## config.mk

```make
export PLATFORM = sky130hd
export DESIGN_NAME = ilm_top
export DESIGN_NICKNAME = d
export VERILOG_FILES = /design/src/hw/ilm_pkg.sv /design/src/hw/ilm_exec_time.sv /design/src/hw/ilm_top.sv
export VERILOG_INCLUDE_DIRS = /design/src /design/src/hw
export SDC_FILE = /design/constraint.sdc
export NUM_CORES = 1
export LEC_CHECK = 0
export BUFFER_PORTS_ARGS = -buffer_cell sky130_fd_sc_hd__buf_2
export CAP_MARGIN = 25
export CORE_MARGIN = 8
export CORE_UTILIZATION = 40
export DETAILED_ROUTE_END_ITERATION = 8
export HOLD_SLACK_MARGIN = 0.12
export SETUP_SLACK_MARGIN = 0.15
export SYNTH_ARGS = -nofsm -noshare
export SYNTH_HDL_FRONTEND = slang
export SYNTH_SLANG_ARGS = --single-unit
```

## constraint.sdc

```tcl
create_clock -name CLK -period 1.9 [get_ports CLK]
set_input_delay 0.095 -clock CLK [delete_from_list [all_inputs] [get_ports CLK]]
set_output_delay 0.095 -clock CLK [all_outputs]
set_load 0.1 [all_outputs]
```

## src/hw/ilm_consts.svh

```systemverilog
/*
 timing constants of the instruction latency model, in units of one third of a microsecond, except ILM_BASE_NS in nanoseconds.
 assumes inclusion by its bare name from the package and the modules ilm_exec_time and ilm_top.
*/
`ifndef ILM_CONSTS_SVH
`define ILM_CONSTS_SVH
`define ILM_BASE_NS        333
`define ILM_ADJ_STEP       8'h01
`define ILM_BMUL_BASE      8'h48
`define ILM_BMUL_STEP      8'h02
`define ILM_TOFLT_BASE     8'h04
`define ILM_TOFLT_ZERO     8'h01
`define ILM_CSRCH_BASE     8'h04
`define ILM_FDIV_NORM      8'h83
`define ILM_FDIV_OVF       8'h85
`define ILM_FDIV_ABORT     8'h04
`define ILM_FADD_BASE      8'h14
`define ILM_FADD_TERM      8'h07
`define ILM_FADD_DIFF_MAX  12'h023
`define ILM_EXP_SUM_MAX    12'h7ff
`define ILM_FMUL_BASE      8'h3f
`define ILM_FMUL_STEP      8'h02
`define ILM_FMUL_NORM      8'h04
`define ILM_LDFR_ONE       8'h02
`define ILM_LDFR_FOUR12    8'h06
`define ILM_LDFR_THREE16   8'h0c
`define ILM_STFR_12        8'h06
`define ILM_STFR_ONE16     8'h0d
`define ILM_STFR_THREE16   8'h16
`define ILM_SHD_BASE       8'h10
`define ILM_SHD_STEP       8'h02
`define ILM_SHD_MAX_ARITH  6'h0b
`define ILM_SHD_MAX_OTHER  6'h0c
`define ILM_SJMP_PLAIN     8'h10
`define ILM_SJMP_OVL       8'h12
`define ILM_INT_JUMP       8'h15
`define ILM_FETCH          8'h0f
`define ILM_STK_READ       8'h06
`define ILM_STK_WRITE      8'h05
`define ILM_STK_READ_FAST  8'h01
`define ILM_INDIRECT       8'h0d
`define ILM_REPEAT         8'h05
`define ILM_SYL_MEM_RD     8'h10
`define ILM_SYL_MEM_WR     8'h0d
`define ILM_SYL_OPER       8'h04
`define ILM_SYL_OTHER      8'h05
`define ILM_SYL_BR_TAKEN   8'h01
`define ILM_SYL_BR_NOT     8'h02
`define ILM_MAX_ADJ        3'h7
`define ILM_MAX_CSRCH      4'h8
`endif

```

## src/hw/ilm_pkg.sv

```systemverilog
/*
 types of the instruction latency model.
 assumes ilm_consts.svh on the include path.
*/
`include "ilm_consts.svh"
package ilm_pkg;
    typedef enum logic [3:0] {
        ILM_OP_FIELD, ILM_OP_BIN_MUL, ILM_OP_BIN_DIV, ILM_OP_TO_FLOAT, ILM_OP_CHAR_SRCH,
        ILM_OP_FLT_DIV, ILM_OP_FADD, ILM_OP_FMUL, ILM_OP_LOADF, ILM_OP_STOREF,
        ILM_OP_SHD, ILM_OP_SUB_JUMP, ILM_OP_INTJ, ILM_OP_FIXED
    } ilm_op_t;

    typedef struct packed {
        ilm_op_t     op;
        logic [7:0]  base;       // base time for field, binary divide and fixed classes
        logic [5:0]  count;      // adjustments, shifts, positions, ones
        logic [5:0]  count2;     // normalising shifts for float add
        logic [1:0]  variant;    // register group or divide outcome
        logic        flag;       // zero, arith shift, overlap, norm
        logic        float_term; // float add early termination
    } ilm_instr_t;

    typedef struct packed {
        logic [2:0] oper_syl;
        logic [2:0] mem_rd_syl;
        logic [2:0] mem_wr_syl;
        logic [2:0] other_syl;
        logic [1:0] br_taken;
        logic [1:0] br_not;
        logic [1:0] stk_rd;
        logic [1:0] stk_wr;
        logic [2:0] ind_levels;
        logic       word_fetch;
    } ilm_ovh_t;
endpackage

```

## src/hw/ilm_exec_time.sv

```systemverilog
/*
 combinational execution-time table: converts one instruction description into base periods.
 assumes descriptor fields come unregistered through the sequencer's INSTR input, sampled on the START edge.
*/
`timescale 1ns/1ns
`include "ilm_consts.svh"
module ilm_exec_time
    import ilm_pkg::*;
(
    input  wire ilm_instr_t  ins,    // instruction description
    output logic [7:0]       ticks   // execution time in base periods
);
    function automatic logic [7:0] extra(input logic [5:0] n, input logic [7:0] step);
        extra = (n == 6'h00) ? 8'h00 : 8'((n - 6'h01) * step);
    endfunction

    wire [5:0] shd_cap  = ins.flag ? `ILM_SHD_MAX_ARITH : `ILM_SHD_MAX_OTHER;
    wire [5:0] shd_n    = (ins.count > shd_cap) ? shd_cap : ins.count;
    wire [5:0] adj_n    = (ins.count > 6'(`ILM_MAX_ADJ)) ? 6'(`ILM_MAX_ADJ) : ins.count;
    wire [5:0] cse_n    = (ins.count > 6'(`ILM_MAX_CSRCH)) ? 6'(`ILM_MAX_CSRCH) :
                          ((ins.count == 6'h00) ? 6'h01 : ins.count);

    always_comb
    begin
        unique case (ins.op)
            ILM_OP_FIELD:     ticks = 8'(ins.base + extra(adj_n, `ILM_ADJ_STEP));
            ILM_OP_BIN_MUL:   ticks = 8'(`ILM_BMUL_BASE + ins.count * `ILM_BMUL_STEP);
            ILM_OP_BIN_DIV:   ticks = ins.base;
            ILM_OP_TO_FLOAT:  ticks = ins.flag ? `ILM_TOFLT_ZERO :
                                      8'(`ILM_TOFLT_BASE + ins.count);
            ILM_OP_CHAR_SRCH: ticks = 8'(`ILM_CSRCH_BASE + cse_n);
            ILM_OP_FLT_DIV:   ticks = (ins.variant == 2'h2) ? `ILM_FDIV_ABORT :
                                      ((ins.variant == 2'h1) ? `ILM_FDIV_OVF : `ILM_FDIV_NORM);
            ILM_OP_FADD:      ticks = ins.float_term ? `ILM_FADD_TERM :
                                      8'(`ILM_FADD_BASE + ins.count + ins.count2);
            ILM_OP_FMUL:      ticks = 8'(`ILM_FMUL_BASE + ins.count * `ILM_FMUL_STEP
                                      + (ins.flag ? `ILM_FMUL_NORM : 8'h00));
            ILM_OP_LOADF:     ticks = (ins.variant == 2'h0) ? `ILM_LDFR_ONE :
                                      ((ins.variant == 2'h1) ? `ILM_LDFR_FOUR12 : `ILM_LDFR_THREE16);
            ILM_OP_STOREF:    ticks = (ins.variant == 2'h0) ? `ILM_STFR_12 :
                                      ((ins.variant == 2'h1) ? `ILM_STFR_ONE16 : `ILM_STFR_THREE16);
            ILM_OP_SHD:       ticks = 8'(`ILM_SHD_BASE + extra(shd_n, `ILM_SHD_STEP));
            ILM_OP_SUB_JUMP:  ticks = ins.flag ? `ILM_SJMP_OVL : `ILM_SJMP_PLAIN;
            ILM_OP_INTJ:      ticks = `ILM_INT_JUMP;
            ILM_OP_FIXED:     ticks = ins.base;
            default:          ticks = 8'h00;
        endcase
    end
endmodule

```

## src/hw/ilm_top.sv

```systemverilog
/*
 instruction latency sequencer: counts the run time of each instruction in base periods.
 assumes the processor's control logic presents one instruction with its overheads per START pulse.
*/
// Function
// - field instruction: base plus one period per adjustment beyond first, up to seven
// - binary multiply: 72 periods plus two per counted multiplier one-bit
// - convert to float: four periods plus one per shift; one if zero
// - character search: four periods plus one per position, one to eight
// - float divide: 131 normal, 133 corrected overflow, 4 on exponent fault
// - float add/subtract: 20 periods plus one per alignment and normalise shift
// - float add/subtract exits in 7 periods on exponent-sum overflow
// - float multiply: 63 plus two per counted one, plus four if normalising
// - fast register load: 2, 6 or 12 periods by group
// - fast register store: 6, 13 or 22 periods by group
// - double shift: 16 plus two per extra shift, capped at 11 or 12
// - subroutine jump: 16 periods, or 18 after an overlapped fetch
// - automatic interrupt jump: 21 periods
// - word fetch 15 periods; hidden when fetched in background
// - background fetch allowed for float ops, binary divide and multiply
// - stack read 6, write 5, read after previous write 1
// - each indirect level 13 periods, first pass only
// - repeat iterations after the first add 5 periods each
// - syllables: memory read 16, memory write 13, operator 4, other 5
// - branch syllable 1 if taken, 2 if not
`timescale 1ns/1ns
`include "ilm_consts.svh"
module ilm_top
    import ilm_pkg::*;
#(
    parameter int BASE_NS = `ILM_BASE_NS,   // base period length
    parameter int CLK_NS  = 10              // processor clock period
)
(
    input  wire logic       CLK,        // processor clock
    input  wire logic       RESET_N,    // asynchronous reset, active low
    input  wire logic       START,      // one-cycle request with descriptors
    input  wire ilm_instr_t INSTR,      // instruction description
    input  wire ilm_ovh_t   OVH,        // syllable and access overheads
    input  wire logic [5:0] REPEATS,    // iterations of a repeated instruction, 0 = single
    output logic            BUSY,       // timing in progress
    output logic            DONE,       // one-cycle pulse at the end
    output logic [15:0]     TOTAL,      // total base periods of the last instruction
    output logic            TICK        // base period enable pulse
);
    localparam int TICK_CYC = (BASE_NS + CLK_NS - 1) / CLK_NS;

    typedef enum logic [1:0] {ILM_IDLE, ILM_RUN, ILM_END} ilm_state_t;

    logic        rst_m_q, rst_n_q;
    ilm_state_t  state_q, state_d;
    logic [6:0]  div_q;
    logic [15:0] remain_q, total_q;
    logic        last_wr_q;
    logic [7:0]  exec_ticks;

    always_ff @(posedge CLK or negedge RESET_N)
    begin
        if (!RESET_N)
        begin
            rst_m_q <= 1'b0;
            rst_n_q <= 1'b0;
        end
        else
        begin
            rst_m_q <= 1'b1;
            rst_n_q <= rst_m_q;
        end
    end

    ilm_exec_time u_exec (
        .ins   (INSTR),
        .ticks (exec_ticks)
    );

    function automatic logic [15:0] mul16(input logic [5:0] n, input logic [7:0] c);
        mul16 = 16'(n) * 16'(c);
    endfunction

    // background fetch only hides the cost for float ops, binary divide and binary multiply
    wire ovl_ok = (INSTR.op == ILM_OP_FADD) || (INSTR.op == ILM_OP_FMUL) ||
                  (INSTR.op == ILM_OP_FLT_DIV) || (INSTR.op == ILM_OP_TO_FLOAT) ||
                  (INSTR.op == ILM_OP_BIN_DIV) || (INSTR.op == ILM_OP_BIN_MUL);
    wire       hide_fetch = OVH.word_fetch && ovl_ok;
    wire [5:0] iters      = (REPEATS == 6'h00) ? 6'h01 : REPEATS;
    wire [5:0] extra_it   = 6'(iters - 6'h01);

    // a stack read following the previous write costs the fast figure once
    wire [7:0] rd_first = last_wr_q ? `ILM_STK_READ_FAST : `ILM_STK_READ;
    wire [15:0] stk_cost = (OVH.stk_rd == 2'h0) ? 16'h0000 :
                           16'(rd_first) + mul16(6'(OVH.stk_rd - 2'h1), `ILM_STK_READ)
                         ;
    wire [15:0] stk_wr_cost = mul16(6'(OVH.stk_wr), `ILM_STK_WRITE);

    wire [15:0] syl_cost = mul16(6'(OVH.oper_syl),   `ILM_SYL_OPER)   +
                           mul16(6'(OVH.mem_rd_syl), `ILM_SYL_MEM_RD) +
                           mul16(6'(OVH.mem_wr_syl), `ILM_SYL_MEM_WR) +
                           mul16(6'(OVH.other_syl),  `ILM_SYL_OTHER);
    wire [15:0] br_cost  = mul16(6'(OVH.br_taken), `ILM_SYL_BR_TAKEN) +
                           mul16(6'(OVH.br_not),   `ILM_SYL_BR_NOT);
    wire [15:0] ind_cost = mul16(6'(OVH.ind_levels), `ILM_INDIRECT);
    wire [15:0] rep_cost = mul16(extra_it, `ILM_REPEAT);
    wire [15:0] exe_cost = mul16(iters, exec_ticks);
    wire [15:0] fet_cost = (OVH.word_fetch && !hide_fetch) ? 16'(`ILM_FETCH) : 16'h0000;

    wire [15:0] sum = 16'(exe_cost + stk_cost + stk_wr_cost + syl_cost + br_cost +
                          ind_cost + rep_cost + fet_cost);

    wire tick_now = (div_q == 7'(TICK_CYC - 1));

    always_comb
    begin
        state_d = state_q;
        unique case (state_q)
            ILM_IDLE: if (START) state_d = (sum == 16'h0000) ? ILM_END : ILM_RUN;
            ILM_RUN:  if (tick_now && remain_q == 16'h0001) state_d = ILM_END;
            ILM_END:  state_d = ILM_IDLE;
        endcase
    end

    always_ff @(posedge CLK or negedge rst_n_q)
    begin
        if (!rst_n_q)
        begin
            state_q   <= ILM_IDLE;
            div_q     <= 7'h00;
            remain_q  <= 16'h0000;
            total_q   <= 16'h0000;
            last_wr_q <= 1'b0;
        end
        else
        begin
            state_q <= state_d;
            div_q   <= (tick_now || state_q != ILM_RUN) ? 7'h00 : 7'(div_q + 7'h01);
            if (state_q == ILM_IDLE && START)
            begin
                remain_q  <= sum;
                total_q   <= sum;
                last_wr_q <= (OVH.stk_wr != 2'h0);
            end
            else if (state_q == ILM_RUN && tick_now)
                remain_q <= 16'(remain_q - 16'h0001);
        end
    end

    assign BUSY  = (state_q != ILM_IDLE);
    assign DONE  = (state_q == ILM_END);
    assign TOTAL = total_q;
    assign TICK  = (state_q == ILM_RUN) && tick_now;
endmodule

```

==> results_dict.tcl, run 1 <==
set metrics [dict create \
    synth_top_cell_by_area "fa_1" \
    rsz0062_at_grt "true" \
    fin_setup_tns_ns -186.89 \
    maxCapViolCount 0 \
    setup_ws_ns -6.47 \
    dieWidth_um 164 \
    cp_slowest_stage_delay_ns 0.55 \
    die_y_um 164 \
    clock_latency_ns 0.28 \
    drt_iter0_drc 419 \
    dp_hpwl_mm 21.7 \
    hold_viol 0 \
    layout_common_cells "262 x buf_4, 192 x inv_1, 107 x ha_1" \
    hold_path_class "input port to asynchronous set/reset pin" \
    maxSlewViolCount 0 \
    synth_area_per_cell_um2 8.52 \
    timing.hold.ws_ns 0.129 \
    vias 8193 \
    nNetsFinal 1663 \
    drc 0 \
    postLayoutCoreUtil_pct 59.1 \
    diodes 0 \
    cts_root_buf "clkbuf_16" \
    critPathRequiredTime_ns 2.12 \
    crit_path_end_kind "register" \
    clock_path_buffers 2 \
    synth_seq_cells 44 \
    first_global_vias 8853 \
    drive_above_1_share_pct 38.8 \
    synth_warnings 0 \
    cts_tree "done" \
    ant_nets 0 \
    fp-row-count 54 \
    worst_ep_arrival_time_ns 8.59 \
    drt_wl_total_mm 26.3 \
    syn_area_um2 8700 \
    first_pass_iters 5 \
    place_inst 1610 \
    viasPerCell 4.95 \
    stdcell_count 1655 \
    critPathLaunchType "input port" \
    grt_util_all_layers_pct 20.0 \
    synth_top_area_share_pct 21.4 \
    cts_max_level 2 \
    period_needed_ns 8.37 \
    setup_violations 34 \
    grt_start_max_net_pins 43 \
    antenna_found_initial 0 \
    dieArea_um2 26700 \
    ys_top_cells_by_area "fa_1 21%, ha_1 19%, dfrtp_1 13%, inv_1 9.0%, nand2_1 3.3%" \
    grt_pass1_wl_mm 43.6 \
    numCtsBuffers 5 \
    synth_edf_count 0 \
    finClkSkew_ns 0.00338 \
    yosysSeqAreaShare_pct 12.6 \
    failed_checks "setup timing" \
    max_freq_mhz 120 \
    run_status "complete, but fails checks" \
    regArea_um2 1100 \
    yosysUniqueCellTypes 77 \
    synth_cells 1022 \
    cts_sinks 44 \
    slew_headroom_pct 59.9 \
    overflow 0 \
    wl_per_cell_um 15.9 \
    initial_core_util_pct 40.3 \
    path_max_fanout 4 \
    io_pins 80 \
    synthFlopType "dfrtp_1" \
    multi_input_area_um2 7590 \
    syn-num-nets 1311 \
    cp_common_cell "fa_1" \
    numPortBuffers 79 \
    path_class "input port to register" \
    nFillCells 1938 \
    gp_congestion 0.944 \
    synthArstFlopShare_pct 100 \
    fin_crit_sh_pct 440 \
    cts.clk_slew.worst_paths_ns 0.06 \
    layout_commonest_cell "buf_4" \
    slowest_stage "fa_2" \
    worst_pin_slew_ns 0.595 \
    synthToLayoutAreaGrowth_pct 46.9 \
    core_um2 21600 \
]
[path summary, 6_finish.rpt]
path	from	endpoint	slack, ns	cells past startpoint
min in group CLK	OVH[5]	last_wr_q	0.18	3
max reg2reg	last_wr_q	state_q[1]	-4.47	26
min reg2reg	rst_n_q	TOTAL[12]	0.24	1
max	INSTR[15]	state_q[1]	-6.47	41
min	RESET_N	rst_n_q	0.13	2
max in group asynchronous	rst_n_q	TOTAL[0]	1.44	1
[sequential cells by signal (all words and copies together) (netlist names)]
signal,flops
div_q,7
last_wr_q,1
state_q,2
rst_m_q,1
rst_n_q,1
remain_q,16
TOTAL,16
[per-stage QoR]
| step | worst slack [ns] | cell area, µm² |
|---|---|---|
| after detailed placement | -7.01 | 11500 |
| after floorplan | -6.55 | 8930 |
| after global placement | -6.84 | 11500 |
| final | -6.47 | 12800 |
| after global routing | -6.83 | 12800 |
| after CTS | -6.54 | 12500 |
[Yosys cell counts (3+ instances only)]
library cell  number
inv_1            209
ha_1             135
fa_1              93
nand2_1           77
nor2_1            62
dfrtp_1           44
a21oi_1           35
o21ai_0           33
xnor2_1           32
nand3_1           23
nor2b_1           21
xor2_1            21
nor3_1            20
and2_1            19
clkbuf_1          18
nand2b_1          12
nor4_1            11
a31oi_1            8
o211ai_1           8
o21a_1             8
a21o_1             7
a211oi_1           6
mux2i_1            6
o22ai_1            6
o31ai_1            6
or3_1              6
buf_2              5
nand4_1            5
o21ai_1            5
o21bai_1           5
a221oi_1           4
a2111oi_0          3
a21boi_0           3
nor3b_1            3
o31a_1             3
or2_2              3
[worst max-delay path, delay by kind of cell]
kind,cells,cell delay [ns]
compound gates,9,1.69
simple gates,10,1.46
buf+inv,10,0.95
fa+ha+maj,12,4.32
[timing repair]
item / in CTS / in global routing
gates resized for setup: 146 / 50
endpoints found under the setup margin: 35 / 35
hold buffers: 1 / 0
pin swaps: 75 / 54
setup buffers: 27 / 9
hold endpoints to repair: 2 / 0
[cell families after synthesis]
kind of cell | after synthesis | share of synthesized area (%)
simple gates | 287 | 17.0
buf+inv | 234 | 10.2
fa+ha+maj | 228 | 40.8
compound gates | 167 | 13.2
xor+xnor | 53 | 5.33
flops | 44 | 12.6
mux | 7 | 0.819
other cells | 2 | 0.0863
[layer usage]
layer  global-route usage (%)  vias to the layer above  routed length, µm
met5                        0                        -                  0
met4                     6.16                        0                805
met3                     1.71                       48                805
met2                     36.2                      153              13400
met1                     24.8                     3939              11200
li1                         -                     4053                  -
[final cells by class]
cell class	instances	share of cell area, %
Sequential cell	44	8.62
Timing Repair Buffer	370	21.6
Clock inverter	2	0.274
Inverter	209	6.35
Tap cell	280	2.74
Clock buffer	6	1.01
Multi-Input combinational cell	744	59.4
Power of run 1 is not shown: default switching activity piles up to over one toggle a cycle in this logic, so the estimate is an artifact.
==> run 2, diff against run 1 <==
--- a/config.mk
+++ b/config.mk
@@ -9,9 +9,10 @@
 export BUFFER_PORTS_ARGS = -buffer_cell sky130_fd_sc_hd__buf_2
 export CAP_MARGIN = 25
 export CORE_MARGIN = 8
-export CORE_UTILIZATION = 40
+export CORE_UTILIZATION = 46
 export DETAILED_ROUTE_END_ITERATION = 8
 export HOLD_SLACK_MARGIN = 0.12
+export REMOVE_ABC_BUFFERS = 1
 export SETUP_SLACK_MARGIN = 0.15
 export SYNTH_ARGS = -nofsm -noshare
 export SYNTH_HDL_FRONTEND = slang
==> run 2 against run 1 <==
Compared with the run above: the flow still finishes with violations (setup timing); sequential cell count unchanged; final area shrank 1.2%; clock skew rose by 0.0014 ns; wire length is 0.31% lower; non-clock buffer count rose by 1.
==> results_dict.tcl, run 2 (synthesis results as in run 1) <==
set metrics [dict create \
    max_freq_mhz 119 \
    overflow 0 \
    clock_path_buffers 2 \
    path_depth 37 \
    top_layer "met4" \
    cp_common_cell "fa_1" \
    r2r_cells 24 \
    m1WireLength_mm 10.6 \
    wl_met2_mm 13.5 \
    drc 0 \
    met3WireLength_um 883 \
    path_max_fanout 4 \
    core_um2 18600 \
    die_y_um 154 \
    slowest_stage "fa_1" \
    setup_violations 34 \
    hold_path_class "input port to asynchronous set/reset pin" \
    maxCapViolCount 0 \
    grt_util_all_layers_pct 22.1 \
    layout_common_cells "276 x buf_4, 190 x inv_1, 109 x ha_1" \
    dieWidth_um 154 \
    initial_core_util_pct 46.7 \
    path_buf_inv 7 \
    path_class "input port to register" \
    cts_max_level 2 \
    critPathRequiredTime_ns 2.12 \
    cts_tree "done" \
    cts_sinks 44 \
    numCtsBuffers 5 \
    nNetsFinal 1664 \
    finClkSkew_ns 0.00482 \
    pre_cts_slack_ns -7.38 \
    synthToLayoutAreaGrowth_pct 45.1 \
    period_needed_ns 8.40 \
    grt_start_max_net_pins 24 \
    antenna_found_initial 0 \
    wl_per_cell_um 16.3 \
    diodes 0 \
    worst_path_dominant_cell_family "adder cells" \
    dieArea_um2 23600 \
    clock_latency_ns 0.28 \
    dp_hpwl_mm 22.0 \
    fin_crit_sh_pct 442 \
    failed_checks "setup timing" \
    gp_congestion 1.00 \
    cp_slowest_stage_delay_ns 0.53 \
    drt_wl_total_mm 26.2 \
    rsz0062_at_grt "true" \
    cts.clk_slew.worst_paths_ns 0.06 \
    critPathLaunchType "input port" \
    r2r_setup_slack_ns -4.36 \
    worst_pin_slew_ns 0.600 \
    io_pins 80 \
    drt_iter0_drc 286 \
    hold_viol 0 \
    worst_ep_arrival_time_ns 8.62 \
    run_status "complete, but fails checks" \
    ant_nets 0 \
    maxSlewViolCount 0 \
    vias 8348 \
    first_pass_iters 4 \
    drive_above_1_share_pct 38.8 \
    cts_root_buf "clkbuf_16" \
    viasPerCell 5.19 \
    fp-row-count 50 \
    setup_ws_ns -6.50 \
    slew_headroom_pct 59.0 \
    grt_pass1_wl_mm 42.6 \
    numPortBuffers 79 \
    first_global_vias 8627 \
    crit_path_end_kind "register" \
    layout_commonest_cell "buf_4" \
]
[run 2: cell count changes in the layout (fill, tap and decap cells not counted), sizes merged]
cell	before	now
buf	369	370
[run 2: cell type report]
cell class,count,area (µm²)
timing repair buffer,371,2720
tap,234,293
multi-input combinational,744,7530
clock inverter,2,38.8
clock buffer,6,139
fill,1509,6010
inverter,209,807
sequential,44,1100
[run 2: metrics by stage]
stage	area [µm²]	cells	TNS, ns	hold slack, ns	util, %
final	12600	1610	-187.96	0.127	67.8
after detailed placement	11400	1581	-217.39	-0.119	60.9
after floorplan	8600	997	-201.81	-0.201	-
after global routing	12600	1610	-197.91	0.150	67.8
after global placement	11400	1581	-211.94	-0.121	60.9
after CTS	12300	1607	-188.44	0.134	65.8
[run 2: path summary, 6_finish.rpt]
| check | start | end |
|---|---|---|
| min in group CLK | OVH[5] | last_wr_q |
| worst min-delay path | RESET_N | rst_m_q |
| max in group asynchronous | rst_n_q | TOTAL[4] |
| worst min register to register | rst_n_q | TOTAL[11] |
| worst max-delay path | INSTR[1] | state_q[1] |
| worst max register to register | last_wr_q | state_q[1] |
[run 2: layer usage]
| metal | global-route usage [%] | vias to the layer above |
|---|---|---|
| met5 | 0 | - |
| met4 | 9.66 | 0 |
| met3 | 2.33 | 63 |
| met2 | 40.2 | 189 |
| met1 | 25.8 | 4031 |
| li1 | - | 4065 |
[run 2: what timing repair did]
item                                    in CTS  in global routing
endpoints found under the hold margin        2                  0
endpoints found under the setup margin      35                 35
pin swaps                                   71                 36
hold buffers                                 1                  0
resized for setup                          142                 84
buffers inserted                            17                  3
Power of run 2 is left out for the same reason.
